$ cat config.mk
export PLATFORM = sky130hd
export DESIGN_NAME = irq_mask_indirect_access
export DESIGN_NICKNAME = d
export VERILOG_FILES = /design/src/irq_indirect_pkg.sv /design/src/irq_mask_indirect_access.sv
export VERILOG_INCLUDE_DIRS = /design/src
export SDC_FILE = /design/constraint.sdc
export NUM_CORES = 2
export LEC_CHECK = 0
export ABC_AREA = 1
export BUFFER_PORTS_ARGS = -buffer_cell sky130_fd_sc_hd__buf_2
export CELL_PAD_IN_SITES_DETAIL_PLACEMENT = 1
export CELL_PAD_IN_SITES_GLOBAL_PLACEMENT = 1
export CORE_MARGIN = 1.5
export CORE_UTILIZATION = 50
export DETAILED_ROUTE_END_ITERATION = 7
export PLACE_DENSITY_LB_ADDON = 0.1
export SLEW_MARGIN = 20
export SYNTH_ARGS = -nofsm -noshare
export SYNTH_HDL_FRONTEND = slang
export SYNTH_SLANG_ARGS = --single-unit
$ cat constraint.sdc
create_clock -name mclk -period 5.25 [get_ports mclk]
set_input_delay 1.05 -clock mclk [delete_from_list [all_inputs] [get_ports mclk]]
set_output_delay 1.05 -clock mclk [all_outputs]
set_load 0.005 [all_outputs]
$ cat src/irq_indirect_cfg.svh
// Purpose: offsets, field positions, reset values and timing counts
// Assumes: byte registers on a plain port with 8-bit address
// Notes: definitions only
`ifndef IRQ_INDIRECT_CFG_SVH
`define IRQ_INDIRECT_CFG_SVH
`define OFS_IRQ_STATUS1 8'h12
`define OFS_IRQ_STATUS2 8'h13
`define OFS_IRQ_STATUS3 8'h14
`define OFS_TIMER_EN 8'h15
`define OFS_ALARM_EN 8'h16
`define OFS_IND_DONE_EN 8'h17
`define OFS_IND_DATA_LO 8'h1C
`define OFS_IND_DATA_HI 8'h1D
`define OFS_IND_ADDR 8'h1E
`define OFS_IND_STATUS 8'h1F
`define TIMER_EN_MASK 8'h3F
`define IND_DONE_BIT 1
`define IND_SPARE_BIT 0
`define IND_BUSY_BIT 0
`define DATA_LO_RESET 8'h00
`define CLK_HZ 50000000
`define UPDATE_HZ 16000
`define UPDATE_CYCLES (`CLK_HZ / `UPDATE_HZ)
`endif

$ cat src/irq_indirect_pkg.sv
// Purpose: types shared by the indirect access block
// Assumes: constants live in irq_indirect_cfg.svh
// Notes: none
package irq_indirect_pkg;
  typedef enum logic [1:0] {
    IND_IDLE = 2'b01,
    IND_PEND = 2'b10
  } ind_state_e;

  typedef struct packed {
    logic [7:0] addr;
    logic [7:0] wdata;
    logic wr;
    logic rd;
  } reg_req_s;

  typedef struct packed {
    logic [5:0] timer;
    logic [7:0] alarm;
    logic done;
  } irq_evt_s;

  typedef struct packed {
    ind_state_e st;
    logic is_write;
    logic data_written;
    logic [12:0] tick_cnt;
    logic [7:0] timer_en;
    logic [7:0] alarm_en;
    logic [1:0] done_en;
    logic [5:0] timer_pend;
    logic [7:0] alarm_pend;
    logic done_pend;
    logic [15:0] data;
    logic [7:0] addr;
    logic [7:0] rdata;
  } state_s;
endpackage

$ cat src/irq_mask_indirect_access.sv
// Purpose: interrupt enables, pending flags and indirect access port
// Assumes: one clock, synchronous active-high reset, 8-bit registers
// Notes: indirect memory is held locally as a 256-word array
//
// Design decision made here: the strobed register port.
`timescale 1ns/100ps
`include "irq_indirect_cfg.svh"

module irq_mask_indirect_access #(
  parameter int unsigned UPDATE_PERIOD = `UPDATE_CYCLES
) (
  // Clock and reset
  input wire logic mclk,
  input wire logic rst,
  // Register port
  input wire logic [7:0] reg_addr,
  input wire logic [7:0] reg_wdata,
  input wire logic reg_wr,
  input wire logic reg_rd,
  output logic [7:0] reg_rdata,
  // Event pulses from the line logic
  input wire logic [5:0] timer_evt,
  input wire logic [7:0] alarm_evt,
  // Interrupt and status
  output logic irq,
  output logic indirect_busy_status
);
  irq_indirect_pkg::state_s cur, next_cur;
  irq_indirect_pkg::reg_req_s req;
  irq_indirect_pkg::irq_evt_s en_vec, pend_vec;
  logic [15:0] mem [0:255];
  logic tick;
  logic mem_we;

  assign req = '{addr: reg_addr, wdata: reg_wdata, wr: reg_wr, rd: reg_rd};

  function automatic logic hit(input logic [7:0] a, input logic [7:0] ofs,
                               input logic s);
    hit = s && (a == ofs);
  endfunction

  assign tick = (cur.tick_cnt == 13'(UPDATE_PERIOD - 1));
  assign mem_we = tick && (cur.st == irq_indirect_pkg::IND_PEND)
                  && cur.is_write;

  always_comb begin
    en_vec.timer = cur.timer_en[5:0];
    en_vec.alarm = cur.alarm_en;
    en_vec.done = cur.done_en[`IND_DONE_BIT];
    pend_vec.timer = cur.timer_pend;
    pend_vec.alarm = cur.alarm_pend;
    pend_vec.done = cur.done_pend;
  end

  always_comb begin
    next_cur = cur;
    next_cur.tick_cnt = tick ? 13'h0000 : cur.tick_cnt + 13'h0001;
    // Event set wins over a write-one clear in the same cycle
    if (hit(req.addr, `OFS_IRQ_STATUS1, req.wr)) begin
      next_cur.timer_pend = cur.timer_pend & ~req.wdata[5:0];
    end
    if (hit(req.addr, `OFS_IRQ_STATUS2, req.wr)) begin
      next_cur.alarm_pend = cur.alarm_pend & ~req.wdata;
    end
    if (hit(req.addr, `OFS_IRQ_STATUS3, req.wr)
        && req.wdata[`IND_DONE_BIT]) begin
      next_cur.done_pend = 1'b0;
    end
    next_cur.timer_pend = next_cur.timer_pend | timer_evt;
    next_cur.alarm_pend = next_cur.alarm_pend | alarm_evt;
    if (hit(req.addr, `OFS_TIMER_EN, req.wr)) begin
      next_cur.timer_en = req.wdata;
    end
    if (hit(req.addr, `OFS_ALARM_EN, req.wr)) begin
      next_cur.alarm_en = req.wdata;
    end
    if (hit(req.addr, `OFS_IND_DONE_EN, req.wr)) begin
      next_cur.done_en = req.wdata[1:0];
    end
    if (hit(req.addr, `OFS_IND_DATA_LO, req.wr)) begin
      next_cur.data[7:0] = req.wdata;
      next_cur.data_written = 1'b1;
    end
    if (hit(req.addr, `OFS_IND_DATA_HI, req.wr)) begin
      next_cur.data[15:8] = req.wdata;
      next_cur.data_written = 1'b1;
    end
    unique case (cur.st)
      irq_indirect_pkg::IND_IDLE: begin
        if (hit(req.addr, `OFS_IND_ADDR, req.wr)) begin
          next_cur.addr = req.wdata;
          next_cur.is_write = cur.data_written;
          next_cur.data_written = 1'b0;
          next_cur.st = irq_indirect_pkg::IND_PEND;
        end
      end
      irq_indirect_pkg::IND_PEND: begin
        // Address writes while busy only retarget; host should wait
        if (hit(req.addr, `OFS_IND_ADDR, req.wr)) begin
          next_cur.addr = req.wdata;
        end
        if (tick) begin
          if (!cur.is_write) begin
            next_cur.data = mem[cur.addr];
          end
          next_cur.done_pend = 1'b1;
          next_cur.st = irq_indirect_pkg::IND_IDLE;
        end
      end
    endcase
    next_cur.rdata = 8'h00;
    if (req.rd) begin
      unique case (req.addr)
        `OFS_IRQ_STATUS1: next_cur.rdata = {2'b00, cur.timer_pend};
        `OFS_IRQ_STATUS2: next_cur.rdata = cur.alarm_pend;
        `OFS_IRQ_STATUS3: next_cur.rdata = {6'h00, cur.done_pend, 1'b0};
        `OFS_TIMER_EN: next_cur.rdata = cur.timer_en;
        `OFS_ALARM_EN: next_cur.rdata = cur.alarm_en;
        `OFS_IND_DONE_EN: next_cur.rdata = {6'h00, cur.done_en};
        `OFS_IND_DATA_LO: next_cur.rdata = cur.data[7:0];
        `OFS_IND_DATA_HI: next_cur.rdata = cur.data[15:8];
        `OFS_IND_ADDR: next_cur.rdata = cur.addr;
        `OFS_IND_STATUS: next_cur.rdata =
          {7'h00, cur.st == irq_indirect_pkg::IND_PEND};
        default: next_cur.rdata = 8'h00;
      endcase
    end
    if (rst) begin
      next_cur = '0;
      next_cur.st = irq_indirect_pkg::IND_IDLE;
      next_cur.data[7:0] = `DATA_LO_RESET;
    end
  end

  always_ff @(posedge mclk) begin
    cur <= next_cur;
  end

  // Memory left unreset; its contents are defined only once written
  always_ff @(posedge mclk) begin
    if (mem_we) begin
      mem[cur.addr] <= cur.data;
    end
  end

  assign reg_rdata = cur.rdata;
  assign irq = |(en_vec & pend_vec);
  assign indirect_busy_status = (cur.st == irq_indirect_pkg::IND_PEND);
endmodule

After elaboration in Yosys (flattened, before gate mapping)
Memory sizes are Yosys's and may differ from the RTL's. A register that Yosys moved wholly into a read port is not among the register bits.
Index checks and enable logic that the tools add are counted.
{ "op_classes": {"add_sub_neg": 1, "eq_ne": 16, "muxes": 21, "bitwise": 8, "n_reduce_logical": 18} }
{ "op_table": {"columns": ["cell", "count"], "rows": [
  ["== test 8 x 5 -> 1 bit (second input constant)", 10],
  ["one-hot mux 8 bit (10 select lines)", 1],
  ["two-way mux 8 bit", 7],
  ["two-way mux 17 bit", 2],
  ["two-way mux 16 bit", 1],
  ["bitwise AND 15 bit", 1],
  ["OR reduction 15 bit", 1],
  ["adder 13 x 1 -> 13 bit (second input constant)", 1],
  ["== test 13 x 12 -> 1 bit (second input constant)", 1],
  ["logical AND 1 bit", 12],
  ["bitwise AND 8 bit", 1],
  ["NOT 8 bit", 1],
  ["bitwise OR 8 bit", 1],
  ["bitwise AND 6 bit", 1],
  ["two-way mux 1 bit", 6],
  ["two-way mux 6 bit", 1],
  ["NOT 6 bit", 1],
  ["bitwise OR 6 bit", 1],
  ["OR reduction 2 bit", 3],
  ["two-way mux 4 bit", 1],
  ["inequality test 2 x 1 -> 1 bit (second input constant)", 2],
  ["one-hot mux 2 bit (2 select lines)", 1],
  ["AND reduction 2 bit", 2],
  ["== test 2 x 1 -> 1 bit (second input constant)", 1],
  ["other kinds (4)", 4]
]} }
{ "totals": {"ff_bits": 82, "ram_bits": 4096, "in_bits": 34, "output_inout_bits": 10, "elab_cells": 78, "memories": 1} }
{ "mem_list": {"columns": ["name", "depth", "width", "rd", "rd_ports_with_merged_regs", "write_ports", "line", "rtl"], "rows": [
  ["mem", 256, 16, 1, 1, 1, "irq_mask_indirect_access.sv:31", "logic [15:0] mem [0:255];"]
]} }

Logic depth before layout (Yosys ltp)
{ "logic_depth": {"ltp_word": 6, "depth_mapped": 17, "depth_no_buf": 13} }

Least setup slack after synthesis
No wires, ideal clock.
{ "synth_path": {"path_kind": "reg-to-reg", "start": "reg cur[27] in the netlist's numbering", "end": "mem mem[0][11], data pin", "t_arrival_ns": 3.414, "t_required_ns": 4.391, "setup_slack_ns": 0.977, "path_stages_with_launch": 1, "n_path_buf": 0, "synth_period_minus_slack_ns": 4.273, "path_cell_list": "dfxtp_1"} }
{ "synth_rtl": {"columns": ["item", "line", "rtl"], "rows": [
  ["from (decl)", "irq_mask_indirect_access.sv:28", "irq_indirect_pkg::state_s cur, next_cur;"],
  ["from (signal assigned)", "irq_mask_indirect_access.sv:136", "cur <= next_cur;"],
  ["to (decl)", "irq_mask_indirect_access.sv:31", null]
]} }
No word-level cell before the write port.

Worst setup path in the final report
{ "layout_path": {"start": "reg cur[72] in the netlist's numbering", "end": "mem mem[47][15], enable pin"} }
{ "layout_via": {"elab_chain_len": 5} }
{ "layout_rtl": {"columns": ["item", "line", "rtl"], "rows": [
  ["== test 13 x 12 -> 1 bit", "irq_mask_indirect_access.sv:42", "assign tick = (cur.tick_cnt == 13'(UPDATE_PERIOD - 1));"],
  ["logical AND 1 bit", "irq_mask_indirect_access.sv:43", "assign mem_we = tick && (cur.st == irq_indirect_pkg::IND_PEND)"],
  ["logical AND 1 bit", "irq_mask_indirect_access.sv:44", "&& cur.is_write;"],
  ["two-way mux 1 bit", "irq_mask_indirect_access.sv:141", "if (mem_we) begin"],
  ["two-way mux 1 bit (implied by the code)", "irq_mask_indirect_access.sv:142", "mem[cur.addr] <= cur.data;"]
]} }
No other way between the ends.

==> results.tsv <==
metric	value	unit
worst_path_max_delay_cell	nor2_2	
synth_edf_count	4096	
maxCapViolations	0	
setup_viol	0	
worstPathCellList	nor2_1 > nand2_1 > nor3_1 > nand3b_1 > nor2_1 > nand2_1 > nor2_2 > nand2_2 > nor2_2	
place_area	175000	sq um
end_kind	flip-flop	
drt_iter0_markers	12700	
final_area	189000	sq um
ir_worst_vdd	0.000433	V
synth_common_cells	nand2_1, edfxtp_1, nand3_1, buf_2, nor2_1	
maxSlewViolCount	0	
place_ws	1.05	ns
numCtsBuffers	433	
cts.repair.resized	0	
worstSetupPathType	flip-flop to flip-flop	
period_share	0.845	
clkPwrFrac	0.415	
wire_per_inst	29.0	microns
yosysSeqAreaShare	0.737	
start_util	0.503	
fin_setup_tns	0	ns
overflow	0	
p_seq_frac	0.493	
slew_headroom	0.235	
ys_ff_latch	4186	
syn_area_per_cell	12.0	sq um
synth_area_leaders	edfxtp_1, nand3_1, nand2_1	
rsz0062_at_grt	false	
finClkSkew	0.0485	ns
netlist.area_leader.share	0.726	
hp-class	input port to flip-flop	
synth-main-ff-cell	edfxtp_1	
cp_top_family	simple AND/OR/NAND/NOR gates	
syn-num-nets	14200	
status	finished, final reports clean	
grt_pass1_wl	808000	microns
critPathArrivalTime	5.03	ns
drc	0	
drive_above_1_share	0.0857	
synth_top_area_cell	edfxtp_1	
io_pins	44	
slowest_delay	0.85	ns
cts_tree	yes	
die_h	585	microns
setup_slack	0.816	ns
intPower	55.1	mW
die_w	585	microns
whs	0.265	ns
finalPower	73.6	mW
p_leak	70.3	nW
h-tree-depth	5	
rows	213	
ys_async_sr_fraction	0	
routed_wl	554000	microns
postCtsSetupBuffers	0	
finalWeightedCongestion	0.875	
critPathLaunchType	flip-flop	
place_hpwl	311000	microns
hold_viol	0	
cp.buffers_inverters	0	
power.share.switching	0.250	
dieArea	342000	sq um
firstDrtPassIters	6	
clock_latency	1.00	ns
vias_per_cell	6.12	
cts_root_buffer	clkbuf_16	
power.switching	18.4	mW
coreArea	337000	sq um
worstPathMaxFanout	16	
worst_slew_pin_slew	1.15	ns
antenna_left	0	
synth_cell_types	42	
num-nets-final	14200	
grt_max_degree	201	
netlist_area	169000	sq um
yosysMostFrequentCell	nand2_1	
grt_pass1_vias	120000	
p_per_area	389	nW/um^2
hold_buffers	0	
clk_pin_slew	0.06	ns
io_buffers	43	
yosysWarnings	0	
syn_inst	14100	
area_delta_synth_final	11.7	%
grt_use_total	0.321	
max_freq	226	MHz
cts_sinks	4186	
period_needed	4.43	ns
vias	117000	
antenna_found_initial	27	
clock_path_buffers	4	
worst-endpoint-required	5.85	ns
num-fill-cells	34100	
pwr-share-comb	0.092	
-- worst reg2reg max path, cell delays in order, from the launching register on --
cell	delay [ns]
dfxtp_1	0.36
nor2_1	0.20
nand2_1	0.11
nor3_1	0.23
nand3b_1	0.44
nor2_1	0.38
nand2_1	0.16
nor2_2	0.78
nand2_2	0.52
nor2_2	0.86
-- final timing paths --
path                  to          from  depth (start not counted)  slack (ns)
min              cur[39]  alarm_evt[6]                          3        0.27
min reg2reg      cur[65]       cur[65]                          1        0.46
max          mem[47][15]       cur[72]                          9        0.82
max reg2reg  mem[47][15]       cur[72]                          9        0.82
-- cell families (layout without fill, tap and decap cells) --
family                     count (synthesis)  after routing  synth area share
buffers and inverters                   1098           1521            0.0340
and+or+nand+nor                         8706           8706             0.224
DFF                                     4186           4186             0.737
adders and majority gates                  4              4          0.000296
AOI/OAI and AO/OA                        140            140           0.00473
xor gates and xnor gates                   1              1         0.0000517
other                                      0             15                 0
-- through the flow --
stage / instances / utilization
global route: 19100 / 0.561
global placement: 18300 / 0.520
finish: 19100 / 0.561
detailed placement: 18300 / 0.520
CTS: 19100 / 0.561
floorplan: 14100 / -
-- area by class of cell --
type | instances | area [sq um] | share of cell area
clock buffers | 539 | 11300 | 0.0599
multi-input cells | 8851 | 38800 | 0.205
inverters | 142 | 586 | 0.00310
flip-flops and latches | 4186 | 125000 | 0.661
well taps | 4515 | 5650 | 0.0299
clock inverters | 269 | 2550 | 0.0135
repair buffers | 571 | 5200 | 0.0275
diodes | 15 | 37.5 | 0.000199
-- routing by layer --
metal	GRT usage	up-vias	wire length, microns
met5	0	-	81
met3	0.0464	1090	42700
met1	0.431	60400	220000
met4	0.128	8	23700
li1	-	50400	-
met2	0.528	4899	267000
-- state kept, by name, indices dropped and copies added (netlist names), named ones only --
| name | cells |
|---|---|
| cur | 74 |
| mem | 4096 |
| reg_rdata | 8 |
-- cell usage in the layout, fill, tap and decap left out, types with 22 or more instances in the layout --
cell	count
inv_1	135
clkinv_1	116
buf_2	43
a21oi_1	52
nand3_1	4063
clkbuf_1	101
clkinv_2	74
edfxtp_1	4096
bufinv_16	43
nand2_2	32
dfxtp_4	22
o21ai_0	49
buf_4	446
clkbuf_16	436
dfxtp_1	68
buf_12	82
nand2_1	4278
nor2_1	287
-- power groups by stage --
stage	Combinational (mW)	Clock (mW)	Sequential, mW
floorplan	4.01	0	36.9
global placement	6.50	0	37.0
detailed placement	6.64	0	37.0
CTS	6.69	30.8	36.2
global route	7.14	31.9	36.2
finish	6.76	30.5	36.2
Power figures use the tool's default switching activity.
